**src/common/rst_pf_pkg.sv**
```systemverilog
/*
  Constants, register map and state encoding for the reset and powerfail block.
  Assumes a 32-bit APB slave port with an 8-bit byte address.
*/
package rst_pf_pkg;
  // register byte offsets
  localparam logic [7:0] ADDR_PCTRL = 8'h00;
  localparam logic [7:0] ADDR_CMD = 8'h04;
  localparam logic [7:0] ADDR_MAP = 8'h08;
  localparam logic [7:0] ADDR_PRIO = 8'h0c;
  localparam logic [7:0] ADDR_PSR = 8'h10;
  localparam logic [7:0] ADDR_STATUS = 8'h14;
  // power controller control bits
  localparam int PCTRL_ALT_PF = 0;
  localparam int PCTRL_NO_BATT = 1;
  localparam int PCTRL_PSU_IE = 2;
  // command bits, write-one pulses
  localparam int CMD_IO_RESET = 0;
  localparam int CMD_INT_DISABLE = 1;
  localparam int CMD_INT_ENABLE = 2;
  localparam int CMD_CLEAR_PF = 3;
  localparam int CMD_CONTINUE = 4;
  // translation, memory checking and timer control fields
  localparam int MAP_XLATE_EN = 0;
  localparam int MAP_PAGE31_LSB = 8;
  localparam int MAP_ECC_CHECK = 16;
  localparam int MAP_ECC_SNIFF = 17;
  localparam int MAP_ECC_IE = 18;
  localparam int MAP_TIMER_RUN = 19;
  localparam int MAP_RTC_AC = 20;
  localparam int PSR_FP_LSB = 16;
  // values applied by a reset
  localparam logic [4:0] PAGE31_RESET = 5'h1f;
  localparam logic [15:0] PSR_RESET = 16'h0000;
  localparam logic [15:0] PRIO_RESET = 16'h0000;
  // floating status bits 0..9, bit 0 being the most significant
  localparam logic [15:0] FPSR_CLR_MASK = 16'hffc0;
  localparam logic [2:0] PCTRL_RESET = 3'h0;

  typedef enum logic [2:0] {
    ST_CONSOLE = 3'b001,
    ST_RUN = 3'b010,
    ST_DCLOW = 3'b100
  } cpuState_t;
endpackage

```
**src/common/pf_link_if.sv**
```systemverilog
/*
  Link between the reset sequencer and its powerfail interrupt unit.
  Assumes both ends share ref_clk and the synchronous sys_rst.
*/
`timescale 1ns/1ps
interface pf_link_if (
  input wire logic clk,
  input wire logic rst
);
  logic uvRise;
  logic restore;
  logic fullReset;
  logic clearPf;
  logic altMode;
  logic psuIntEn;
  logic ionOn;
  logic pfFlag;
  logic psuPend;
  logic nmiReq;
  logic psuReq;
  modport ctl (input clk, rst, pfFlag, psuPend, nmiReq, psuReq,
    output uvRise, restore, fullReset, clearPf, altMode, psuIntEn, ionOn);
  modport unit (input clk, rst, uvRise, restore, fullReset, clearPf, altMode, psuIntEn,
    ionOn, output pfFlag, psuPend, nmiReq, psuReq);
endinterface

```
**src/powerfail_irq_unit.sv**
```systemverilog
/*
  Powerfail flag and power controller interrupt request.
  Assumes event inputs on the link are single-cycle pulses on the link clock.
*/
`timescale 1ns/1ps
module powerfail_irq_unit
  import rst_pf_pkg::*;
(
  pf_link_if.unit lnk
);
  logic pfFlag_q;
  logic psuPend_q;

  // set wins so an undervoltage in the clearing cycle is never lost
  always_ff @(posedge lnk.clk) begin
    if (lnk.rst) begin
      pfFlag_q <= 1'b0;
    end else if (lnk.uvRise && !lnk.altMode) begin
      pfFlag_q <= 1'b1;
    end else if (lnk.clearPf || lnk.restore || lnk.fullReset) begin
      pfFlag_q <= 1'b0;
    end
  end

  // the controller's own request is raised even in alternate mode
  always_ff @(posedge lnk.clk) begin
    if (lnk.rst) begin
      psuPend_q <= 1'b0;
    end else if (lnk.uvRise) begin
      psuPend_q <= 1'b1;
    end else if (lnk.clearPf || lnk.restore || lnk.fullReset) begin
      psuPend_q <= 1'b0;
    end
  end

  assign lnk.pfFlag = pfFlag_q;
  assign lnk.psuPend = psuPend_q;
  // interrupt-off blocks both, priority mask does not touch the powerfail one
  assign lnk.nmiReq = pfFlag_q && lnk.ionOn;
  assign lnk.psuReq = psuPend_q && lnk.psuIntEn && lnk.ionOn && !lnk.nmiReq;
endmodule

```
**src/system_reset_powerfail_init.sv**
```systemverilog
/*
  Reset and powerfail sequencer: applies power-up, system and I/O reset state,
  steers console/run state on power loss and restore, and holds the power
  controller control register. Assumes a zero-wait APB master on ref_clk and
  pins that are already synchronous to ref_clk.
*/
// The placing of the registers and the APB register port were chosen for this implementation.
// Notes on behaviour
// - power-up or system reset invalidates every cache entry; memory left indeterminate.
// - every reset turns address translation off, logical equals physical.
// - every reset loads translator page 31 entry with 31.
// - map tables are left untouched by power-up or system reset.
// - every reset enables check and sniff, disables memory-check interrupts.
// - every reset clears processor status and floating status bits 0-9.
// - power-up or system reset clears interrupt-on and the priority mask.
// - I/O reset clears the interrupt priority mask.
// - every reset clears all device busy and done flags.
// - every reset stops the interval timer.
// - every reset selects line frequency for the real-time clock.
// - power-up or system reset stops the program and enters console mode.
// - interrupt disable blocks all requests, power controller's included.
// - alternate powerfail mode stops the powerfail flag and its interrupt.
// - the controller's own powerfail request still reaches the processor when enabled.
// - disable-battery bit turns battery backup off.
// - DC collapse resets the system and stops execution.
// - power restore with battery clears the pending powerfail interrupt.
// - restore with locked panel resumes by jump through location 0.
// - restore with unlocked panel enters console and prompts; continue jumps through 0.
// - undervoltage sets powerfail flag and raises the non-maskable request; the controller request is held off while that one is up.
// - clear-powerfail command clears the pending powerfail interrupt.
`timescale 1ns/1ps
module system_reset_powerfail_init
  import rst_pf_pkg::*;
(
  // clock and reset
  input wire logic ref_clk,
  input wire logic sys_rst,
  // apb slave
  input wire logic psel,
  input wire logic penable,
  input wire logic pwrite,
  input wire logic [7:0] paddr,
  input wire logic [31:0] pwdata,
  output logic [31:0] prdata,
  output logic pready,
  output logic pslverr,
  // power and panel pins
  input wire logic dcOk,
  input wire logic acUndervoltage,
  input wire logic batteryPresent,
  input wire logic panelLocked,
  input wire logic resetSwitch,
  // reset effects toward the processor
  output logic cacheInvalidate,
  output logic busyDoneClear,
  output logic translationEnable,
  output logic [4:0] page31Frame,
  output logic eccCheckEnable,
  output logic eccSniffEnable,
  output logic eccIntEnable,
  output logic [15:0] procStatus,
  output logic [15:0] fpStatus,
  output logic interruptOnFlag,
  output logic [15:0] ioPriorityMask,
  output logic intervalTimerRun,
  output logic rtcAcLineSelect,
  // execution control
  output logic consoleMode,
  output logic execStop,
  output logic jumpThroughZero,
  output logic consolePrompt,
  // power interrupts and backup
  output logic powerfailFlag,
  output logic powerfailNmi,
  output logic psuIntReq,
  output logic batteryBackupOn
);
  cpuState_t state_q;
  logic dcOkPrev_q;
  logic acUvPrev_q;
  logic [2:0] pctrl_q;
  logic cacheInv_q;
  logic busyDoneClr_q;
  logic xlate_q;
  logic [4:0] page31_q;
  logic eccCheck_q;
  logic eccSniff_q;
  logic eccIe_q;
  logic [15:0] psr_q;
  logic [15:0] fpsr_q;
  logic ion_q;
  logic [15:0] prio_q;
  logic timerRun_q;
  logic rtcAc_q;
  logic jumpZero_q;
  logic prompt_q;
  logic battOn_q;
  logic [31:0] prdata_q;
  logic dcRise;
  logic dcFall;
  logic uvRise;
  logic uvFall;
  logic fullApply;
  logic ioApply;
  logic anyApply;
  logic setupPh;
  logic wrAcc;
  logic mapped;
  logic cmdWr;
  logic intDisCmd;
  logic intEnCmd;
  logic clearPfCmd;
  logic continueCmd;
  logic restoreEvt;
  logic [31:0] rdValue;

  pf_link_if pfLink (.clk(ref_clk), .rst(sys_rst));

  powerfail_irq_unit pfUnit (
    .lnk(pfLink.unit)
  );

  // edge detection on the power pins
  always_ff @(posedge ref_clk) begin
    if (sys_rst) begin
      dcOkPrev_q <= 1'b0;
      acUvPrev_q <= 1'b0;
    end else begin
      dcOkPrev_q <= dcOk;
      acUvPrev_q <= acUndervoltage;
    end
  end

  // dcOk low at reset makes its first high sample count as the power-up reset
  assign dcRise = dcOk && !dcOkPrev_q;
  assign dcFall = !dcOk && dcOkPrev_q;
  assign uvRise = acUndervoltage && !acUvPrev_q;
  assign uvFall = !acUndervoltage && acUvPrev_q;
  assign fullApply = dcRise || dcFall || resetSwitch;

  // apb decode, zero wait states
  assign setupPh = psel && !penable;
  assign wrAcc = psel && penable && pwrite;
  assign mapped = (paddr == ADDR_PCTRL) || (paddr == ADDR_CMD) || (paddr == ADDR_MAP) ||
    (paddr == ADDR_PRIO) || (paddr == ADDR_PSR) || (paddr == ADDR_STATUS);
  assign pready = 1'b1;
  assign pslverr = psel && penable && !mapped;
  assign cmdWr = wrAcc && (paddr == ADDR_CMD);
  // a system reset in the same cycle swallows an I/O reset, it covers it anyway
  assign ioApply = cmdWr && pwdata[CMD_IO_RESET] && !fullApply;
  assign anyApply = fullApply || ioApply;
  assign intDisCmd = cmdWr && pwdata[CMD_INT_DISABLE];
  assign intEnCmd = cmdWr && pwdata[CMD_INT_ENABLE];
  assign clearPfCmd = cmdWr && pwdata[CMD_CLEAR_PF];
  assign continueCmd = cmdWr && pwdata[CMD_CONTINUE];
  // restore only counts while the rails held up on battery
  assign restoreEvt = uvFall && batteryPresent && (state_q != ST_DCLOW);

  // power controller control register, cleared by power-up and system reset
  always_ff @(posedge ref_clk) begin
    if (sys_rst) begin
      pctrl_q <= PCTRL_RESET;
    end else if (fullApply) begin
      pctrl_q <= PCTRL_RESET;
    end else if (wrAcc && (paddr == ADDR_PCTRL)) begin
      pctrl_q <= pwdata[2:0];
    end
  end

  // one-cycle reset strobes
  always_ff @(posedge ref_clk) begin
    if (sys_rst) begin
      cacheInv_q <= 1'b1;
      busyDoneClr_q <= 1'b1;
    end else begin
      cacheInv_q <= fullApply;
      busyDoneClr_q <= anyApply;
    end
  end

  // translator: only the page 31 entry is forced, the map tables stay as they were
  always_ff @(posedge ref_clk) begin
    if (sys_rst) begin
      xlate_q <= 1'b0;
      page31_q <= PAGE31_RESET;
    end else if (anyApply) begin
      xlate_q <= 1'b0;
      page31_q <= PAGE31_RESET;
    end else if (wrAcc && (paddr == ADDR_MAP)) begin
      xlate_q <= pwdata[MAP_XLATE_EN];
      page31_q <= pwdata[MAP_PAGE31_LSB +: 5];
    end
  end

  // memory checking, interval timer and clock source
  always_ff @(posedge ref_clk) begin
    if (sys_rst) begin
      eccCheck_q <= 1'b1;
      eccSniff_q <= 1'b1;
      eccIe_q <= 1'b0;
      timerRun_q <= 1'b0;
      rtcAc_q <= 1'b1;
    end else if (anyApply) begin
      eccCheck_q <= 1'b1;
      eccSniff_q <= 1'b1;
      eccIe_q <= 1'b0;
      timerRun_q <= 1'b0;
      rtcAc_q <= 1'b1;
    end else if (wrAcc && (paddr == ADDR_MAP)) begin
      eccCheck_q <= pwdata[MAP_ECC_CHECK];
      eccSniff_q <= pwdata[MAP_ECC_SNIFF];
      eccIe_q <= pwdata[MAP_ECC_IE];
      timerRun_q <= pwdata[MAP_TIMER_RUN];
      rtcAc_q <= pwdata[MAP_RTC_AC];
    end
  end

  // processor and floating status
  always_ff @(posedge ref_clk) begin
    if (sys_rst) begin
      psr_q <= PSR_RESET;
      fpsr_q <= 16'h0000;
    end else if (anyApply) begin
      psr_q <= PSR_RESET;
      fpsr_q <= fpsr_q & ~FPSR_CLR_MASK;
    end else if (wrAcc && (paddr == ADDR_PSR)) begin
      psr_q <= pwdata[15:0];
      fpsr_q <= pwdata[PSR_FP_LSB +: 16];
    end
  end

  // interrupt-on flag: only the full resets touch it, disable beats enable
  always_ff @(posedge ref_clk) begin
    if (sys_rst) begin
      ion_q <= 1'b0;
    end else if (fullApply || intDisCmd) begin
      ion_q <= 1'b0;
    end else if (intEnCmd) begin
      ion_q <= 1'b1;
    end
  end

  always_ff @(posedge ref_clk) begin
    if (sys_rst) begin
      prio_q <= PRIO_RESET;
    end else if (anyApply) begin
      prio_q <= PRIO_RESET;
    end else if (wrAcc && (paddr == ADDR_PRIO)) begin
      prio_q <= pwdata[15:0];
    end
  end

  // execution state
  always_ff @(posedge ref_clk) begin
    if (sys_rst) begin
      state_q <= ST_CONSOLE;
    end else if (dcFall) begin
      state_q <= ST_DCLOW;
    end else if (fullApply) begin
      state_q <= ST_CONSOLE;
    end else begin
      case (state_q)
        ST_CONSOLE: begin
          if (continueCmd || (restoreEvt && panelLocked)) begin
            state_q <= ST_RUN;
          end
        end
        ST_RUN: begin
          if (restoreEvt && !panelLocked) begin
            state_q <= ST_CONSOLE;
          end
        end
        ST_DCLOW: begin
          state_q <= ST_DCLOW;
        end
        default: begin
          state_q <= ST_CONSOLE;
        end
      endcase
    end
  end

  // resume strobes
  always_ff @(posedge ref_clk) begin
    if (sys_rst) begin
      jumpZero_q <= 1'b0;
      prompt_q <= 1'b0;
    end else begin
      jumpZero_q <= !fullApply && ((restoreEvt && panelLocked) ||
        (continueCmd && (state_q == ST_CONSOLE)));
      prompt_q <= !fullApply && restoreEvt && !panelLocked;
    end
  end

  // battery carries the load only while ac is low and software allows it
  always_ff @(posedge ref_clk) begin
    if (sys_rst) begin
      battOn_q <= 1'b0;
    end else begin
      battOn_q <= acUndervoltage && batteryPresent && !pctrl_q[PCTRL_NO_BATT];
    end
  end

  assign pfLink.uvRise = uvRise;
  assign pfLink.restore = restoreEvt;
  assign pfLink.fullReset = fullApply;
  assign pfLink.clearPf = clearPfCmd;
  assign pfLink.altMode = pctrl_q[PCTRL_ALT_PF];
  assign pfLink.psuIntEn = pctrl_q[PCTRL_PSU_IE];
  assign pfLink.ionOn = ion_q;

  // read data is captured in the setup cycle so it stands in the access cycle
  always_comb begin
    rdValue = 32'h0000_0000;
    if (paddr == ADDR_PCTRL) begin
      rdValue[2:0] = pctrl_q;
    end else if (paddr == ADDR_MAP) begin
      rdValue[MAP_XLATE_EN] = xlate_q;
      rdValue[MAP_PAGE31_LSB +: 5] = page31_q;
      rdValue[MAP_ECC_CHECK] = eccCheck_q;
      rdValue[MAP_ECC_SNIFF] = eccSniff_q;
      rdValue[MAP_ECC_IE] = eccIe_q;
      rdValue[MAP_TIMER_RUN] = timerRun_q;
      rdValue[MAP_RTC_AC] = rtcAc_q;
    end else if (paddr == ADDR_PRIO) begin
      rdValue[15:0] = prio_q;
    end else if (paddr == ADDR_PSR) begin
      rdValue = {fpsr_q, psr_q};
    end else if (paddr == ADDR_STATUS) begin
      rdValue[6:0] = {battOn_q, state_q, ion_q, pfLink.psuPend, pfLink.pfFlag};
    end
  end

  always_ff @(posedge ref_clk) begin
    if (sys_rst) begin
      prdata_q <= 32'h0000_0000;
    end else if (setupPh && !pwrite) begin
      prdata_q <= rdValue;
    end
  end

  assign prdata = prdata_q;
  assign cacheInvalidate = cacheInv_q;
  assign busyDoneClear = busyDoneClr_q;
  assign translationEnable = xlate_q;
  assign page31Frame = page31_q;
  assign eccCheckEnable = eccCheck_q;
  assign eccSniffEnable = eccSniff_q;
  assign eccIntEnable = eccIe_q;
  assign procStatus = psr_q;
  assign fpStatus = fpsr_q;
  assign interruptOnFlag = ion_q;
  assign ioPriorityMask = prio_q;
  assign intervalTimerRun = timerRun_q;
  assign rtcAcLineSelect = rtcAc_q;
  assign consoleMode = (state_q == ST_CONSOLE);
  assign execStop = (state_q == ST_DCLOW);
  assign jumpThroughZero = jumpZero_q;
  assign consolePrompt = prompt_q;
  assign powerfailFlag = pfLink.pfFlag;
  assign powerfailNmi = pfLink.nmiReq;
  assign psuIntReq = pfLink.psuReq;
  assign batteryBackupOn = battOn_q;
endmodule

```
**config.mk**
```make
export PLATFORM = sky130hd
export DESIGN_NAME = system_reset_powerfail_init
export DESIGN_NICKNAME = d
export VERILOG_FILES = /design/src/common/rst_pf_pkg.sv /design/src/common/pf_link_if.sv /design/src/powerfail_irq_unit.sv /design/src/system_reset_powerfail_init.sv
export SDC_FILE = /design/constraint.sdc
export NUM_CORES = 1
export LEC_CHECK = 0
export BUFFER_PORTS_ARGS = -buffer_cell sky130_fd_sc_hd__buf_4
export CAP_MARGIN = 20
export CORE_ASPECT_RATIO = 2
export CORE_MARGIN = 2
export CORE_UTILIZATION = 30
export CTS_CLUSTER_SIZE = 25
export DETAILED_ROUTE_END_ITERATION = 7
export GPL_ROUTABILITY_DRIVEN = 0
export SYNTH_ARGS = -nofsm -noshare
export SYNTH_HDL_FRONTEND = slang
export SYNTH_HIERARCHICAL = 1
export SYNTH_SLANG_ARGS = --single-unit
```
**constraint.sdc**
```tcl
create_clock -name ref_clk -period 6.1 [get_ports ref_clk]
set_input_delay 0.61 -clock ref_clk [delete_from_list [all_inputs] [get_ports ref_clk]]
set_output_delay 0.61 -clock ref_clk [all_outputs]
set_load 0.02 [all_outputs]
```
==> metrics.log <==
INFO  metric outcome = completed
INFO  metric worst_r2r_startpoint = dcOkPrev_q
INFO  metric fin_crit_sh = 0.492
INFO  metric netlist_instances = slightly above 500
INFO  metric finClkSkew = roughly 0.011 ns
INFO  metric critPathKind = input pin to register
INFO  metric die_h = 177 um
INFO  metric numCtsBuffers = 9
INFO  metric fp.coreArea = approximately 15000 um^2
INFO  metric synth_largest_type_area_fraction = 0.475
INFO  metric cp_common_cell = inv_1
INFO  metric final-max-slew-violation-count = 0
INFO  metric wl_per_cell = about 18 um
INFO  metric worstSkewPairLatency = around 0.35 ns
INFO  metric synth-adder-area-share = 0.00278
INFO  metric antenna_left = 0
INFO  metric synth.avg_cell_area = between 8 and 9 um^2
INFO  metric hold_path.startpoint = panelLocked
INFO  metric rr_worst_depth = 8
INFO  metric critical_path_required = between 6 and 7 ns
INFO  metric htree_levels = 3
INFO  metric detail_route.iter0.violations = ~280
INFO  metric power-per-cell-area = 231 nW/um^2
INFO  metric synth_top_family_by_area = simple AND/OR/NAND/NOR gates
INFO  metric leakage = around 2.3 nW
INFO  metric grt_overflow_total = 0
INFO  metric tritoncts = built
INFO  metric gr-usage-all-layers = 0.188
INFO  metric tightestPinTransition = approximately 1.2 ns
INFO  metric worst-r2r-setup-slack = around 3.2 ns
INFO  metric area_growth = 34.4%
INFO  metric num_vias = between 4000 and 5000
INFO  metric clk_transition_reported_paths = roughly 0.08 ns
INFO  metric post_synth_main_area_contributors = dfxtp_1, nand2_1, a21oi_1
INFO  metric cts.hold.buffers_added = 0
INFO  metric timing.max_slew.rel_slack = 0.207
INFO  metric drt_wl_total = ~16000 um
INFO  metric layout_min_cycle_time = between 3 and 4 ns
INFO  metric number_of_hold_slack_violations_in_the_final_timing_report = 0
INFO  metric die_width = approximately 91 um
INFO  metric antennaDiodeCount = 0
INFO  metric destination_of_the_worst_hold_path = consolePrompt
INFO  metric timing.critical_path.slowest_stage_cell = nor2b_1
INFO  metric yosys.area_share.simple = 0.235
INFO  metric post_synth_num_cell_types = 52
INFO  metric dpl.cell_count = about 830
INFO  metric cp_data_arrival_time = around 3.3 ns
INFO  metric per_cell_via_count_in_the_routed_design = 5.02
INFO  metric synth_mux_area_frac = 0.0525
INFO  metric fmax = 333 MHz
INFO  metric finalWorstSetupSlack = approximately 3.1 ns
INFO  metric fin_nets = around 700
INFO  metric hold_path.class = input pin to register
INFO  metric fp-row-count = 63
INFO  metric grt_first_pass_wirelength = about 23000 um
INFO  metric start_util = 0.306
INFO  metric syn-num-nets = around 570
INFO  metric synthDominantAreaCellType = dfxtp_1
INFO  metric drcViolationCount = 0
INFO  metric crit_chain = buf_4, inv_1, ha_1, nor2b_1, inv_1, nor2_4, inv_1, a21oi_4, clkinv_8, a21oi_1
INFO  metric drv.max_cap_violation_count = 0
INFO  metric dp_slack = 2.69 ns
INFO  metric synth.yosys.seq_area_share = 0.475
INFO  metric ios = roughly 150
INFO  metric cp_max_fo = between 40 and 50
INFO  metric proportion_of_layout_cells_with_a_drive_suffix_above_1 = 0.324
INFO  metric grt_start_max_net_pins = 47
INFO  metric worst_hold_path.num_cells = 2
INFO  metric crit_path_end_kind = register
INFO  metric total_negative_setup_slacks = 0 ns
INFO  metric post_cts.repair.setup_buffers = 0
INFO  metric synth_compound_area_frac = 0.179
INFO  metric post_cts_resize_count = 0
INFO  metric setup_viol = 0
INFO  metric worst_setup_path_start_kind = input pin
INFO  metric drt_first_pass_iters = 7
INFO  metric io_buffer_count = ~150
INFO  metric antenna_violations_before_repair = 0
INFO  metric dieArea = around 16000 um^2
INFO  metric numClockSinks = 107
INFO  metric yosysWarnings = 6
INFO  metric cts-root-to-sink-buffers = 2
INFO  metric grt_pass1_vias = approximately 4000
INFO  metric place_hpwl = approximately 12000 um
INFO  metric clock_tree.root_cell = clkbuf_16
INFO  metric cell_area_after_technology_mapping = between 4000 and 5000 um^2
INFO  metric post_synth_xor_area_fraction = 0
INFO  metric finalNonFillerCells = between 800 and 900
INFO  metric cpPeakStageDelay = 0.50 ns
INFO  metric crit-reg2reg-capture = fpStatus[9]
INFO  metric ir_drop_worst_vdd = roughly 0.14 mV
INFO  metric grt_setup_unrepaired = no
INFO  metric ys_seq_elements = 107
[critical path, delay by kind of cell]
kind	cells	cell delay (ns)
and+or+nand+nor	2	0.75
buffers and inverters	5	0.98
adders and majority gates	1	0.26
AOI/OAI and AO/OA	2	0.66
[Yosys cell counts (all sizes together)]
cell type  instances
a211oi             2
a32oi              1
clkbuf            15
o22ai              1
or4b               3
nand3             22
and4b              1
o2111a             1
o21bai             2
nor2b              5
nor4               6
nor4bb             2
and3               3
and2               6
dfxtp            107
clkinv             1
and4bb             1
o21ai             31
nor3b              3
o32ai              2
a221o              1
ha                 1
and3b              1
nor2              10
a21oi             70
nor3              11
a41oi              1
a31oi              3
buf               18
nand2b             6
mux2i             18
nand2            124
conb               1
a22oi             14
inv                7
mux2               5
or2                4
or3                1
or4                2
or3b               1
[stage by stage]
stage	area [um^2]	hold WS, ns	util	power [W]
floorplan	4510	0.444	-	0.000767
global placement	5710	0.442	0.387	0.000813
detailed placement	5710	0.447	0.387	0.000814
CTS	6010	0.449	0.408	0.00141
global route	6060	0.454	0.411	0.00145
finish	6060	0.458	0.411	0.00140
[cells by family after synthesis]
| logic type | count (synthesis) |
|---|---|
| AOI/OAI and AO/OA | 129 |
| adders and majority gates | 1 |
| buffers and inverters | 41 |
| DFF | 107 |
| muxes | 23 |
| other | 1 |
| and+or+nand+nor | 212 |
[layout make-up]
class / count / area, um^2
flip-flops and latches: 107 / 2140
clock buffers: 9 / 225
repair buffers: 158 / 1210
multi-input cells: 366 / 2120
fillers: 1502 / 8680
inverters: 8 / 42.5
well taps: 195 / 244
clock inverters: 7 / 76.3
[power by group]
| part | internal, W | switching (W) |
|---|---|---|
| sequential | 0.000701 | 0.00000271 |
| clock | 0.000323 | 0.000278 |
| combinational | 0.0000371 | 0.0000570 |
[placed cells by master (no fill, tap or decap), types with 3 or more instances in the layout]
cell type and count:
a21oi_1 49, a21oi_2 20, a22oi_1 14, a31oi_1 3
and2_1 6, and3_1 3, buf_4 155, clkbuf_16 9
dfxtp_1 107, inv_1 7, mux2_2 5, mux2i_1 18
nand2_1 124, nand2b_1 6, nand3_1 22, nor2_1 9
nor2b_1 5, nor3_1 10, nor4_1 3, nor4_4 3
o21ai_0 21, o21ai_1 10, or2_2 4, or4b_1 3
[registers in the layout (all words and copies together) (netlist names), 3 cells and up]
signal	cells
prdata	32
fpStatus	16
ioPriorityMask	16
procStatus	16
page31Frame	5
pctrl_q	3
state_q	3
[per-layer routing]
layer / share of wire / global-route usage / vias up / routed length (um)
li1: - / - / 2055 / -
met1: 0.35 / 0.192 / 2039 / 5420
met2: 0.57 / 0.364 / 144 / 8850
met3: 0.048 / 0.0327 / 28 / 744
met4: 0.031 / 0.0910 / 0 / 488
met5: 0 / 0 / - / 0
[worst max-delay path by stage]
stage | startpoint | end | slack (ns) | cells after the start
6_report | dcOk | fpStatus[9] | 3.10 | 10
5_1_grt | dcOk | procStatus[5] | 2.82 | 10
4_1_cts | dcOk | fpStatus[14] | 3.06 | 10
3_5_place_dp | dcOk | fpStatus[14] | 2.69 | 10
3_3_place_gp | dcOk | procStatus[0] | 2.75 | 10
2_1_floorplan | paddr[5] | pslverr | 3.68 | 4
No activity file was read; power rests on OpenSTA's default activity.
